`src/i2c_ss_pkg.sv`:
```
package i2c_ss_pkg;

  // ----------------------------------------------------------------
  // register map (word index on the local register port)
  // ----------------------------------------------------------------
  localparam logic [1:0] ADDR_BUS_CONTROL = 2'h0;  // control, triggers read zero
  localparam logic [1:0] ADDR_BUS_STATUS  = 2'h1;  // bus status, read only
  localparam logic [1:0] ADDR_IRQ_STATUS  = 2'h2;  // sticky events, write one to clear
  localparam logic [1:0] ADDR_IRQ_MASK    = 2'h3;  // interrupt enables

  // ----------------------------------------------------------------
  // bus_control field positions
  // ----------------------------------------------------------------
  localparam int CTL_ENABLE     = 7;  // serial_bus_enable
  localparam int CTL_WAIT_REL   = 5;  // wait_release, self clearing
  localparam int CTL_ACK_GEN    = 2;  // ack_generation_enable
  localparam int CTL_START_TRIG = 1;  // start_trigger
  localparam int CTL_STOP_TRIG  = 0;  // stop_trigger

  // ----------------------------------------------------------------
  // bus_status field positions
  // ----------------------------------------------------------------
  localparam int ST_MASTER    = 7;  // master_state
  localparam int ST_ARB_LOST  = 6;  // arbitration lost, cleared by status read
  localparam int ST_EXT_CODE  = 5;  // extended_code_received
  localparam int ST_ADDR_MAT  = 4;  // address_match
  localparam int ST_TX_STATE  = 3;  // transmit_state
  localparam int ST_ACK_DET   = 2;  // ack_detected
  localparam int ST_START_DET = 1;  // start_detected
  localparam int ST_STOP_DET  = 0;  // stop detected

  // ----------------------------------------------------------------
  // interrupt event bit positions
  // ----------------------------------------------------------------
  localparam int EV_START = 0;  // start condition seen
  localparam int EV_STOP  = 1;  // stop condition seen
  localparam int EV_ARB   = 2;  // arbitration lost
  localparam int EV_WAIT  = 3;  // wait period entered
  localparam int EV_W     = 4;  // number of events

  // ----------------------------------------------------------------
  // reset values and timing
  // ----------------------------------------------------------------
  localparam logic [7:0]      CTRL_RESET   = 8'h00;
  localparam logic [EV_W-1:0] IRQ_RESET    = 4'h0;
  localparam int              CLK_PERIOD_NS = 20;    // sys_clk_i, 50 MHz
  localparam int              HOLD_TIME_NS  = 4700;  // standard start/stop hold time
  localparam int              HOLD_CYCLES   =
    (HOLD_TIME_NS + CLK_PERIOD_NS - 1) / CLK_PERIOD_NS;  // least time, rounded up
  localparam int              CNT_W         = 16;

  // ----------------------------------------------------------------
  // types
  // ----------------------------------------------------------------
  typedef struct packed {
    logic       enable;      // serial_bus_enable
    logic [1:0] rsv_hi;      // bit 6 unused, bit 5 wait_release strobe (never stored), read zero
    logic       wait_rel;    // unused (never stored)
    logic       rsv_lo;      // unused, read zero
    logic       ack_gen;     // ack_generation_enable
    logic       start_trig;  // start_trigger (reads zero)
    logic       stop_trig;   // stop_trigger (reads zero)
  } bus_ctrl_t;

  typedef struct packed {
    logic scl;  // serial_clock_line
    logic sda;  // serial_data_line
  } line_pair_t;

  typedef enum logic [2:0] {
    M_IDLE,
    M_START_HOLD,
    M_MASTER,
    M_STOP_SDA,
    M_STOP_SCL,
    M_STOP_HOLD,
    M_STOP_WAIT
  } mstate_t;

endpackage

```
`src/i2c_line_sync.sv`:
```
`timescale 1ns/10ps
`default_nettype none

// two-flop synchroniser for the bus lines, one per bit of the width
module i2c_line_sync #(
  parameter int W = 2
) (
  // clock and reset
  input  wire logic         sys_clk_i,
  input  wire logic         srst_i,
  // asynchronous and synchronised levels
  input  wire logic [W-1:0] async_i,
  output logic      [W-1:0] sync_o
);

  logic [W-1:0] meta;       // first stage, read only by second stage
  logic [W-1:0] next_meta;  // next first stage
  logic [W-1:0] next_sync;  // next second stage

  // ----------------------------------------------------------------
  // next values; idle bus is high, so reset to ones
  // ----------------------------------------------------------------
  always_comb begin
    next_meta = async_i;
    next_sync = meta;
    if (srst_i) begin
      next_meta = '1;
      next_sync = '1;
    end
  end

  // registers only
  always_ff @(posedge sys_clk_i) begin
    meta   <= next_meta;
    sync_o <= next_sync;
  end

endmodule
`default_nettype wire

```
`src/i2c_start_stop_control.sv`:
```
// The placing of the registers and the plain strobed port were decided locally.
`timescale 1ns/10ps
`default_nettype none

module i2c_start_stop_control
  import i2c_ss_pkg::*;
#(
  parameter int HOLD_CNT = HOLD_CYCLES  // standard time in sys_clk_i cycles
) (
  // clock and reset
  input  wire logic       sys_clk_i,
  input  wire logic       srst_i,
  // register port
  input  wire logic [1:0] reg_addr_i,
  input  wire logic [7:0] reg_wdata_i,
  input  wire logic       reg_wr_i,
  input  wire logic       reg_rd_i,
  output logic      [7:0] reg_rdata_o,
  // bus lines, open drain
  input  wire logic       scl_i,
  output logic            scl_o,
  output logic            scl_oe_o,
  input  wire logic       sda_i,
  output logic            sda_o,
  output logic            sda_oe_o,
  // shift, ack and arbitration logic
  input  wire logic       arb_lost_i,
  input  wire logic       wait_req_i,
  input  wire logic       tx_set_i,
  input  wire logic       tx_data_low_i,
  input  wire logic       ack_detected_i,
  input  wire logic       address_match_i,
  input  wire logic       ext_code_i,
  output logic            ack_gen_enable_o,
  output logic            wait_release_o,
  // interrupt
  output logic            irq_o
);

  // ----------------------------------------------------------------
  // state
  // ----------------------------------------------------------------
  line_pair_t            line_s;       // synchronised line levels
  line_pair_t            line_d;       // previous synchronised levels
  bus_ctrl_t             ctrl;         // stored control bits
  mstate_t               mst;          // master sequencer state
  logic [CNT_W-1:0]      hold_cnt;     // standard time counter
  logic                  bus_busy;     // between start and stop
  logic                  master;       // master_state
  logic                  tx_state;     // transmit_state
  logic                  wait_held;    // clock held low in wait
  logic                  arb_flag;     // arbitration lost flag
  logic                  start_flag;   // start_detected
  logic                  stop_flag;    // stop detected
  logic [EV_W-1:0]       irq_stat;     // sticky events
  logic [EV_W-1:0]       irq_mask;     // enables
  logic                  wrel_pulse;   // one-cycle wait release
  logic [7:0]            rdata;        // registered read data

  bus_ctrl_t             next_ctrl;
  mstate_t               next_mst;
  logic [CNT_W-1:0]      next_hold_cnt;
  logic                  next_bus_busy;
  logic                  next_master;
  logic                  next_tx_state;
  logic                  next_wait_held;
  logic                  next_arb_flag;
  logic                  next_start_flag;
  logic                  next_stop_flag;
  logic [EV_W-1:0]       next_irq_stat;
  logic [EV_W-1:0]       next_irq_mask;
  logic                  next_wrel_pulse;
  logic [7:0]            next_rdata;

  // decoded strobes and events
  logic                  wr_ctrl;      // write to bus_control
  logic                  start_det;    // data falls, clock high
  logic                  stop_det;     // data rises, clock high
  logic                  pull_scl;     // sequencer holds clock low
  logic                  pull_sda;     // sequencer holds data low
  logic [EV_W-1:0]       events;       // this cycle's events
  logic [CNT_W-1:0]      hold_last;    // final count value

  assign hold_last = CNT_W'(HOLD_CNT - 1);

  // ----------------------------------------------------------------
  // line sampling
  // ----------------------------------------------------------------
  i2c_line_sync #(
    .W (2)
  ) u_sync (
    .sys_clk_i (sys_clk_i),
    .srst_i    (srst_i),
    .async_i   ({scl_i, sda_i}),
    .sync_o    (line_s)
  );

  // conditions from read-back levels, second stage only
  always_comb begin
    start_det = line_d.sda & ~line_s.sda & line_s.scl & line_d.scl;
    stop_det  = ~line_d.sda & line_s.sda & line_s.scl & line_d.scl;
    wr_ctrl   = reg_wr_i & (reg_addr_i == ADDR_BUS_CONTROL);
  end

  // ----------------------------------------------------------------
  // control register and master sequencer
  // ----------------------------------------------------------------
  always_comb begin
    next_ctrl      = ctrl;
    next_mst       = mst;
    next_hold_cnt  = hold_cnt;
    next_master    = master;
    next_wrel_pulse = 1'b0;
    // software write; reserved bits never stored
    if (wr_ctrl) begin
      next_ctrl            = bus_ctrl_t'(reg_wdata_i);
      next_ctrl.rsv_hi     = 2'h0;
      next_ctrl.rsv_lo     = 1'b0;
      next_ctrl.wait_rel   = 1'b0;
      next_wrel_pulse      = reg_wdata_i[CTL_WAIT_REL] & reg_wdata_i[CTL_ENABLE];
      // triggers only set by a write; a zero write clears them
      next_ctrl.start_trig = reg_wdata_i[CTL_START_TRIG];
      next_ctrl.stop_trig  = reg_wdata_i[CTL_STOP_TRIG];
    end
    case (mst)
      M_IDLE: begin
        // a busy bus keeps the request pending until released
        if (ctrl.start_trig && !bus_busy && line_s.scl && line_s.sda) begin
          next_mst      = M_START_HOLD;
          next_hold_cnt = '0;
        end
      end
      M_START_HOLD: begin
        // data held low for the standard time, then clock low
        if (hold_cnt == hold_last) begin
          next_mst             = M_MASTER;
          next_master          = 1'b1;
          next_ctrl.start_trig = 1'b0;
        end else begin
          next_hold_cnt = hold_cnt + 1'b1;
        end
      end
      M_MASTER: begin
        // stop accepted only while master; the stop states time it
        if (ctrl.stop_trig) begin
          next_mst = M_STOP_SDA;
        end
      end
      M_STOP_SDA: begin
        next_mst = M_STOP_SCL;
      end
      M_STOP_SCL: begin
        // clock released; another master may stretch it
        if (line_s.scl) begin
          next_mst      = M_STOP_HOLD;
          next_hold_cnt = '0;
        end
      end
      M_STOP_HOLD: begin
        if (hold_cnt == hold_last) begin
          next_mst = M_STOP_WAIT;
        end else begin
          next_hold_cnt = hold_cnt + 1'b1;
        end
      end
      M_STOP_WAIT: begin
        // data released; idle once our own stop is seen
        if (stop_det) begin
          next_mst = M_IDLE;
        end
      end
      default: begin
        next_mst = M_IDLE;
      end
    endcase
    // stop detection ends mastership and the stop request
    if (stop_det) begin
      next_ctrl.stop_trig = 1'b0;
      next_master         = 1'b0;
      if (mst != M_STOP_WAIT && mst != M_IDLE) begin
        next_mst = M_IDLE;
      end
    end
    // lost arbitration drops both requests and mastership
    if (arb_lost_i) begin
      next_ctrl.start_trig = 1'b0;
      next_ctrl.stop_trig  = 1'b0;
      next_master          = 1'b0;
      next_mst             = M_IDLE;
    end
    // disabled interface: requests void, sequencer parked
    if (!next_ctrl.enable) begin
      next_ctrl.start_trig = 1'b0;
      next_ctrl.stop_trig  = 1'b0;
      next_master          = 1'b0;
      next_mst             = M_IDLE;
    end
    if (srst_i) begin
      next_ctrl       = bus_ctrl_t'(CTRL_RESET);
      next_mst        = M_IDLE;
      next_hold_cnt   = '0;
      next_master     = 1'b0;
      next_wrel_pulse = 1'b0;
    end
  end

  // registers only
  always_ff @(posedge sys_clk_i) begin
    ctrl       <= next_ctrl;
    mst        <= next_mst;
    hold_cnt   <= next_hold_cnt;
    master     <= next_master;
    wrel_pulse <= next_wrel_pulse;
  end

  // ----------------------------------------------------------------
  // bus state, wait and status flags
  // ----------------------------------------------------------------
  always_comb begin
    next_bus_busy   = bus_busy;
    next_tx_state   = tx_state;
    next_wait_held  = wait_held;
    next_arb_flag   = arb_flag;
    next_start_flag = start_flag;
    next_stop_flag  = stop_flag;
    if (start_det) begin
      next_bus_busy   = 1'b1;
      next_start_flag = 1'b1;
      next_stop_flag  = 1'b0;
    end
    if (stop_det) begin
      next_bus_busy   = 1'b0;
      next_start_flag = 1'b0;
      next_stop_flag  = 1'b1;
      next_wait_held  = 1'b0;
    end
    // release first, so a new wait in the same cycle still holds
    if (wrel_pulse) begin
      next_wait_held = 1'b0;
      next_tx_state  = 1'b0;
    end
    // a stop request hands the clock to the stop sequencer
    if (mst == M_MASTER && ctrl.stop_trig) begin
      next_wait_held = 1'b0;
    end
    if (wait_req_i && ctrl.enable) begin
      next_wait_held = 1'b1;
    end
    // new master pulls the clock low; releasing both lines would form a stop
    if (mst == M_START_HOLD && next_mst == M_MASTER) begin
      next_wait_held = 1'b1;
    end
    if (tx_set_i && ctrl.enable) begin
      next_tx_state = 1'b1;
    end
    // read clears arbitration flag, a new loss wins
    if (reg_rd_i && reg_addr_i == ADDR_BUS_STATUS) begin
      next_arb_flag = 1'b0;
    end
    if (arb_lost_i) begin
      next_arb_flag = 1'b1;
    end
    if (!ctrl.enable) begin
      next_bus_busy   = 1'b0;
      next_tx_state   = 1'b0;
      next_wait_held  = 1'b0;
      next_arb_flag   = 1'b0;
      next_start_flag = 1'b0;
      next_stop_flag  = 1'b0;
    end
    if (srst_i) begin
      next_bus_busy   = 1'b0;
      next_tx_state   = 1'b0;
      next_wait_held  = 1'b0;
      next_arb_flag   = 1'b0;
      next_start_flag = 1'b0;
      next_stop_flag  = 1'b0;
    end
  end

  // registers only
  always_ff @(posedge sys_clk_i) begin
    line_d     <= srst_i ? line_pair_t'(2'h3) : line_s;
    bus_busy   <= next_bus_busy;
    tx_state   <= next_tx_state;
    wait_held  <= next_wait_held;
    arb_flag   <= next_arb_flag;
    start_flag <= next_start_flag;
    stop_flag  <= next_stop_flag;
  end

  // ----------------------------------------------------------------
  // interrupts and read data
  // ----------------------------------------------------------------
  always_comb begin
    events              = '0;
    events[EV_START]    = start_det;
    events[EV_STOP]     = stop_det;
    events[EV_ARB]      = arb_lost_i;
    events[EV_WAIT]     = wait_req_i & ctrl.enable;
    next_irq_stat       = irq_stat;
    next_irq_mask       = irq_mask;
    next_rdata          = 8'h00;
    if (reg_wr_i && reg_addr_i == ADDR_IRQ_STATUS) begin
      next_irq_stat = irq_stat & ~reg_wdata_i[EV_W-1:0];
    end else if (reg_wr_i && reg_addr_i == ADDR_IRQ_MASK) begin
      next_irq_mask = reg_wdata_i[EV_W-1:0];
    end
    // set wins over a clear in the same cycle
    next_irq_stat = next_irq_stat | events;
    if (reg_rd_i) begin
      if (reg_addr_i == ADDR_BUS_CONTROL) begin
        next_rdata                 = ctrl;
        next_rdata[CTL_START_TRIG] = 1'b0;
        next_rdata[CTL_STOP_TRIG]  = 1'b0;
        next_rdata[CTL_WAIT_REL]   = 1'b0;
      end else if (reg_addr_i == ADDR_BUS_STATUS) begin
        next_rdata[ST_MASTER]    = master;
        next_rdata[ST_ARB_LOST]  = arb_flag;
        next_rdata[ST_EXT_CODE]  = ext_code_i;
        next_rdata[ST_ADDR_MAT]  = address_match_i;
        next_rdata[ST_TX_STATE]  = tx_state;
        next_rdata[ST_ACK_DET]   = ack_detected_i;
        next_rdata[ST_START_DET] = start_flag;
        next_rdata[ST_STOP_DET]  = stop_flag;
      end else if (reg_addr_i == ADDR_IRQ_STATUS) begin
        next_rdata[EV_W-1:0] = irq_stat;
      end else begin
        next_rdata[EV_W-1:0] = irq_mask;
      end
    end
    if (srst_i) begin
      next_irq_stat = IRQ_RESET;
      next_irq_mask = IRQ_RESET;
      next_rdata    = 8'h00;
    end
  end

  // registers only
  always_ff @(posedge sys_clk_i) begin
    irq_stat <= next_irq_stat;
    irq_mask <= next_irq_mask;
    rdata    <= next_rdata;
  end

  // ----------------------------------------------------------------
  // pin drive: pull low or release, never drive high
  // ----------------------------------------------------------------
  always_comb begin
    pull_sda = (mst == M_START_HOLD) | (mst == M_MASTER && ctrl.stop_trig)
             | (mst == M_STOP_SDA) | (mst == M_STOP_SCL) | (mst == M_STOP_HOLD);
    pull_scl = (mst == M_STOP_SDA) | (mst == M_MASTER && (wait_held || ctrl.stop_trig));
    // transmitted zeros only while transmit_state holds; release frees data
    sda_oe_o = pull_sda | (tx_state & tx_data_low_i & ctrl.enable);
    scl_oe_o = pull_scl | wait_held;
    sda_o    = 1'b0;
    scl_o    = 1'b0;
  end

  assign reg_rdata_o      = rdata;
  assign ack_gen_enable_o = ctrl.ack_gen;
  assign wait_release_o   = wrel_pulse;
  assign irq_o            = |(irq_stat & irq_mask);

endmodule
`default_nettype wire

```
`config.mk`:
```
export PLATFORM = sky130hd
export DESIGN_NAME = i2c_start_stop_control
export DESIGN_NICKNAME = d
export VERILOG_FILES = /design/src/i2c_ss_pkg.sv /design/src/i2c_line_sync.sv /design/src/i2c_start_stop_control.sv
export SDC_FILE = /design/constraint.sdc
export NUM_CORES = 1
export LEC_CHECK = 0
export ABC_AREA = 1
export BUFFER_PORTS_ARGS = -buffer_cell sky130_fd_sc_hd__buf_4
export CAP_MARGIN = 20
export CORE_MARGIN = 4
export CORE_UTILIZATION = 54
export CTS_BUF_LIST = sky130_fd_sc_hd__clkbuf_4
export CTS_CLUSTER_SIZE = 12
export DETAILED_ROUTE_END_ITERATION = 10
export GPL_TIMING_DRIVEN = 0
export PLACE_DENSITY = 0.76
export SYNTH_ARGS = -nofsm -noshare
export SYNTH_HDL_FRONTEND = slang
export SYNTH_SLANG_ARGS = --single-unit
```
`constraint.sdc`:
```
create_clock -name sys_clk_i -period 2 [get_ports sys_clk_i]
set_input_delay 0.4 -clock sys_clk_i [delete_from_list [all_inputs] [get_ports sys_clk_i]]
set_output_delay 0.4 -clock sys_clk_i [all_outputs]
set_load 0.01 [all_outputs]
```
Word level (Yosys, flattened, before mapping):

Cells that the tools add are included.

* flip-flop bits (word level): 52
* output and inout port bits: 15
* logic and storage cells: 140

* add/sub/neg operators: 1
* eq/ne operators: 15
* mux-type cells: 35
* bitwise logic cells: 30
* reductions and logical operators: 35

Operator list (number)
* $mux W16: 3
* $pmux W16 S3: 1
* $mux W3: 11
* $pmux W3 S7: 1
* $add A16 B1 Y16 const B: 1
* $eq A16 B8 Y1 const B: 1
* $mux W4: 4
* $mux W8: 2
* $mux W1: 13
* $logic_and A1 B1 Y1: 12
* $reduce_or A4 Y1: 3
* $and A1 B1 Y1: 11
* $eq A3 B2 Y1 const B: 3
* $eq A3 B3 Y1 const B: 3
* $reduce_or A3 Y1: 3
* $and A4 B4 Y4: 2
* $not A1 Y1: 8
* $reduce_or A2 Y1: 4
* $or A1 B1 Y1: 7
* $reduce_bool A2 Y1: 3
* $reduce_bool A3 Y1: 2
* $reduce_bool A5 Y1: 1
* $eq A2 B2 Y1 const B: 2
* $ne A2 B2 Y1 const B: 2
* other kinds (12): 13

Logic depth before layout (Yosys ltp):

* depth in word-level cells: 14
* mapped depth: 11
* gate-level depth less buffers: 11

Hierarchy:

A second synthesis with hierarchy kept.

* cells, all modules: 385
* area, all modules: 2763.9 um^2

By module, submodules not included
* i2c_start_stop_control: times used 1, cells each 372, area an instance 2647.5 um^2
* i2c_line_sync: times used 1, cells each 13, area an instance 116.4 um^2

Worst setup path before layout:

OpenSTA, ideal clock, no wires.

* kind: flip-flop to flip-flop
* start: reg hold_cnt[0]
* end: reg hold_cnt[9]
* library setup time: 0.070 ns
* data arrival time: 1.380 ns
* required time: 1.930 ns
* slack: 0.550 ns
* cell stages (with the launch flop): 12
* period minus slack after synthesis: 1.450 ns
* cells stage by stage: dfxtp_1 -> inv_1 -> ha_1 -> inv_1 -> nor3_1 -> nand2_1 -> nor2_4 -> nand2_4 -> nand2_4 -> buf_12 -> nand2_2 -> a21oi_2

* longest elaborated chain between the ends: 3
* elaborated cells on any way between the ends: 6
* those cells by class: 1 x add/sub; 2 x eq/ne; 2 x mux; 1 x reduce/logical

RTL lines
* start, declared: line i2c_start_stop_control.sv:47 `logic [CNT_W-1:0] hold_cnt;`
* start signal, assigned: line i2c_start_stop_control.sv:211 `hold_cnt <= next_hold_cnt;`
* $add A16 B1 Y16 / $eq A16 B8 Y1 (equally long branches)
* $mux W16 / $ne A2 B2 Y1 (equally long branches)
* $pmux W16 S3 / $reduce_and A4 Y1 (equally long branches)

Parallel ways exist; a longest one is shown, timed or not. The select of a mux whose other input is x is not followed.
A chain may end at the register's enable or synchronous reset.

Worst setup path in the final report:

* start: reg mst[0]
* end: out sda_oe_o

* longest elaborated chain between the ends: 7
* elaborated cells on any way between the ends: 11
* those cells by class: 5 x eq/ne; 5 x bitwise; 1 x reduce/logical

RTL lines
* start, declared: line i2c_start_stop_control.sv:46 `mstate_t mst;`
* start signal, assigned: line i2c_start_stop_control.sv:210 `mst <= next_mst;`
* $eq A3 B2 Y1: line i2c_start_stop_control.sv:350 `pull_sda = (mst == M_START_HOLD) | (mst == M_MASTER && ctrl.stop_trig)`
* $logic_and A1 B1 Y1: line i2c_start_stop_control.sv:350
* $or A1 B1 Y1: line i2c_start_stop_control.sv:350
* $or A1 B1 Y1 (2 in a row): line i2c_start_stop_control.sv:351 `| (mst == M_STOP_SDA) | (mst == M_STOP_SCL) | (mst == M_STOP_HOLD);`
* $or A1 B1 Y1 *: line i2c_start_stop_control.sv:351
* $or A1 B1 Y1 *: line i2c_start_stop_control.sv:354 `sda_oe_o = pull_sda | (tx_state & tx_data_low_i & ctrl.enable);`
* end, declared: line i2c_start_stop_control.sv:25 `output logic sda_oe_o,`

Mark *: on every way between the ends. The rest lies on a longest branch, timed or not.

==> flow_summary.json <==
{
  "rr_startpoint": "hold_cnt[0]",
  "cts_tree": "done",
  "globalplace.congestion": 0.901,
  "cpMaxStageDelayCell": "dfxtp_1",
  "drc": 0,
  "antenna_found_initial": 0,
  "rsz0062_at_grt": "no",
  "vias_per_cell": 5.26,
  "met2_usage_pct": 31.4,
  "fin_tns_setup_ns": 0,
  "dieHeight_um": 78.5,
  "hold_viol": 0,
  "path_common_cell": "nand2_1",
  "cp-start-kind": "flop",
  "drv_cap": 0,
  "dp_hpwl_um": 4910,
  "worst_pin_slew_ns": 0.809,
  "critPathArrivalTime_ns": 1.45,
  "setup-violations-final": 0,
  "power_density_nw_per_um2": 545,
  "drt-wirelength-per-cell_um": 12.8,
  "ir_worst_vdd_v": 0.000386,
  "synth_cells": 384,
  "clock-sinks": 52,
  "post_cts_buffers": 0,
  "dieWidth_um": 78.5,
  "grt-busiest-layer": "met2",
  "htreeDepth": 2,
  "end_kind": "output port",
  "synthToLayoutAreaGrowth_pct": 14.0,
  "combPwrFrac_pct": 7.6,
  "routed_wl_um": 6290,
  "min_to": "u_sync.meta[1]",
  "ctsRootBufferMaster": "clkbuf_4",
  "grt_max_degree": 16,
  "reg2reg_to": "hold_cnt[8]",
  "critPathRequiredTime_ns": 1.60,
  "hold_start": "scl_i",
  "clock_path_buffers": 2,
  "vias": 2582,
  "drt_iter0_drc": 213,
  "ant_nets": 0,
  "cts-buffers-inserted": 5,
  "switchingPower_uw": 408,
  "final_cell_mix": "nand2_1, inv_1, dfxtp_1",
  "grt_pass1_vias": 2216,
  "yosys_warnings": 0,
  "synth_cell_types": 34,
  "synth-edff-count": 0,
  "diodes": 0,
  "power_switching_share_pct": 24.5,
  "mostFrequentLayoutCell": "nand2_1",
  "io_buffers": 31,
  "grt_pass1_wl_um": 10300,
  "num_rows": 25,
  "gr-usage-all-layers_pct": 20.9,
  "slowest_delay_ns": 0.48,
  "timing.final.crit_share_pct": 92.5,
  "clock_latency_ns": 0.36,
  "maxSlewViolCount": 0,
  "drive_above_1_share_pct": 18.9,
  "dieArea_um2": 6160,
  "cts-resized-gates": 0,
  "total_power_mw": 1.67,
  "max_slew_margin_pct": 46.0,
  "synth_ff_type": "dfxtp_1",
  "crit_chain": "inv_2 -> nand2_1 -> nor2_1 -> nand2_1 -> nand4_1 -> buf_4",
  "grtUsageMet3_pct": 3.78,
  "io_pins": 38,
  "r2r_cells": 7,
  "synth_area_um2": 2680,
  "drt-pass1-iter-count": 7,
  "synth-seq-area-share_pct": 38.8,
  "grt_overflow": 0,
  "clk_pin_slew_ns": 0.14,
  "pwr-share-seq_pct": 63.9,
  "reg2reg_slack_ns": 0.20,
  "cts_hold_buf": 0,
  "synth-seq-cells": 52,
  "fin_crit_ns": 1.85,
  "intPower_mw": 1.26,
  "p_clk_share_pct": 28.5,
  "p_leak_nw": 1.30,
  "nets": 448,
  "start_util_pct": 56.4,
  "core_area_um2": 4750,
  "finClkSkew_ns": 0.00488,
  "syn_avg_cell_area_um2": 6.98,
  "async_flop_share_pct": 0,
  "fin_hold_ws_ns": 0.205,
  "hold_class": "primary input to flop",
  "use_met1_pct": 30.9,
  "cp_max_fo": 5,
  "hold_path_depth": 2,
  "critPathKind": "flop to output port",
  "fmax_ghz": 0.540,
  "status": "completed"
}
==> state kept, by name (all words and copies together) (netlist names) <==
signal / flops
stop_flag: 1
irq_mask: 4
irq_stat: 4
arb_flag: 1
start_flag: 1
wait_held: 1
wait_release_o: 1
ctrl: 3
u_sync.sync_o: 2
master: 1
u_sync.meta: 2
hold_cnt: 16
ack_gen_enable_o: 1
tx_state: 1
reg_rdata_o: 8
mst: 3
line_d: 2
==> worst max-delay path, delay by kind of cell, from the launching register on <==
kind / cells / cell delay [ns]
flops: 1 / 0.48
simple gates: 4 / 0.37
buf+inv: 2 / 0.25
==> layout make-up <==
type	instances	area, um^2
Buffer	9	88.8
Fill cell	459	1700
Clock inverter	2	11.3
Sequential cell	52	1040
Inverter	61	229
Multi-Input combinational cell	263	1330
Timing Repair Buffer	31	233
Clock buffer	6	45.0
Tap cell	67	83.8
==> power by group through the flow <==
| stage | combinational [mW] | sequential (mW) | clock [mW] |
|---|---|---|---|
| after CTS | 0.125 | 1.06 | 0.487 |
| after global routing | 0.139 | 1.07 | 0.531 |
| final | 0.126 | 1.06 | 0.475 |
| after floorplan | 0.0678 | 1.09 | 0 |
| after global placement | 0.123 | 1.09 | 0 |
| after detailed placement | 0.125 | 1.09 | 0 |
==> worst max path at each step <==
stage                        startpoint          end
after floorplan             hold_cnt[0]  hold_cnt[9]
after global placement    reg_addr_i[0]    wait_held
after detailed placement    hold_cnt[0]  hold_cnt[8]
after CTS                        mst[0]     sda_oe_o
after global routing             mst[0]     sda_oe_o
final                            mst[0]     sda_oe_o
==> kinds of logic after synthesis <==
family / count (synthesis) / synth area share [%]
xor+xnor: 3 / 0.980
buf+inv: 70 / 11.9
simple gates: 200 / 34.2
compound gates: 56 / 13.1
flops: 52 / 38.8
fa+ha+maj: 2 / 0.933
other cells: 1 / 0.140
==> metal layers <==
layer | share of wire, % | vias up
li1 | - | 1308
met1 | 49 | 1170
met2 | 44 | 98
met3 | 7.0 | 6
met4 | 0.68 | 0
met5 | 0 | -
==> cell usage after synthesis, drive strengths merged, types with 2 or more instances <==
cell type,n,area [um^2]
inv,61,229
o21ai,15,75.1
a31oi,2,12.5
nand4,12,75.1
clkbuf,2,7.51
a21oi,33,214
dfxtp,52,1040
or2,5,31.3
a221oi,2,17.5
nand2,87,372
nor2,47,189
ha,2,25.0
nor3,10,50.1
xor2,3,26.3
nand3,37,185
buf,6,68.8
==> metrics by stage <==
step	utilization, %	cell area (um^2)	std cells	setup WS, ns
6_report	64.3	3060	491	0.149
5_1_grt	64.3	3060	491	0.0221
4_1_cts	64.3	3060	491	0.125
3_5_place_dp	63.1	3000	483	0.250
3_3_place_gp	63.1	3000	483	0.279
2_1_floorplan	-	2690	385	0.550
Power figures use the tool's default switching activity.
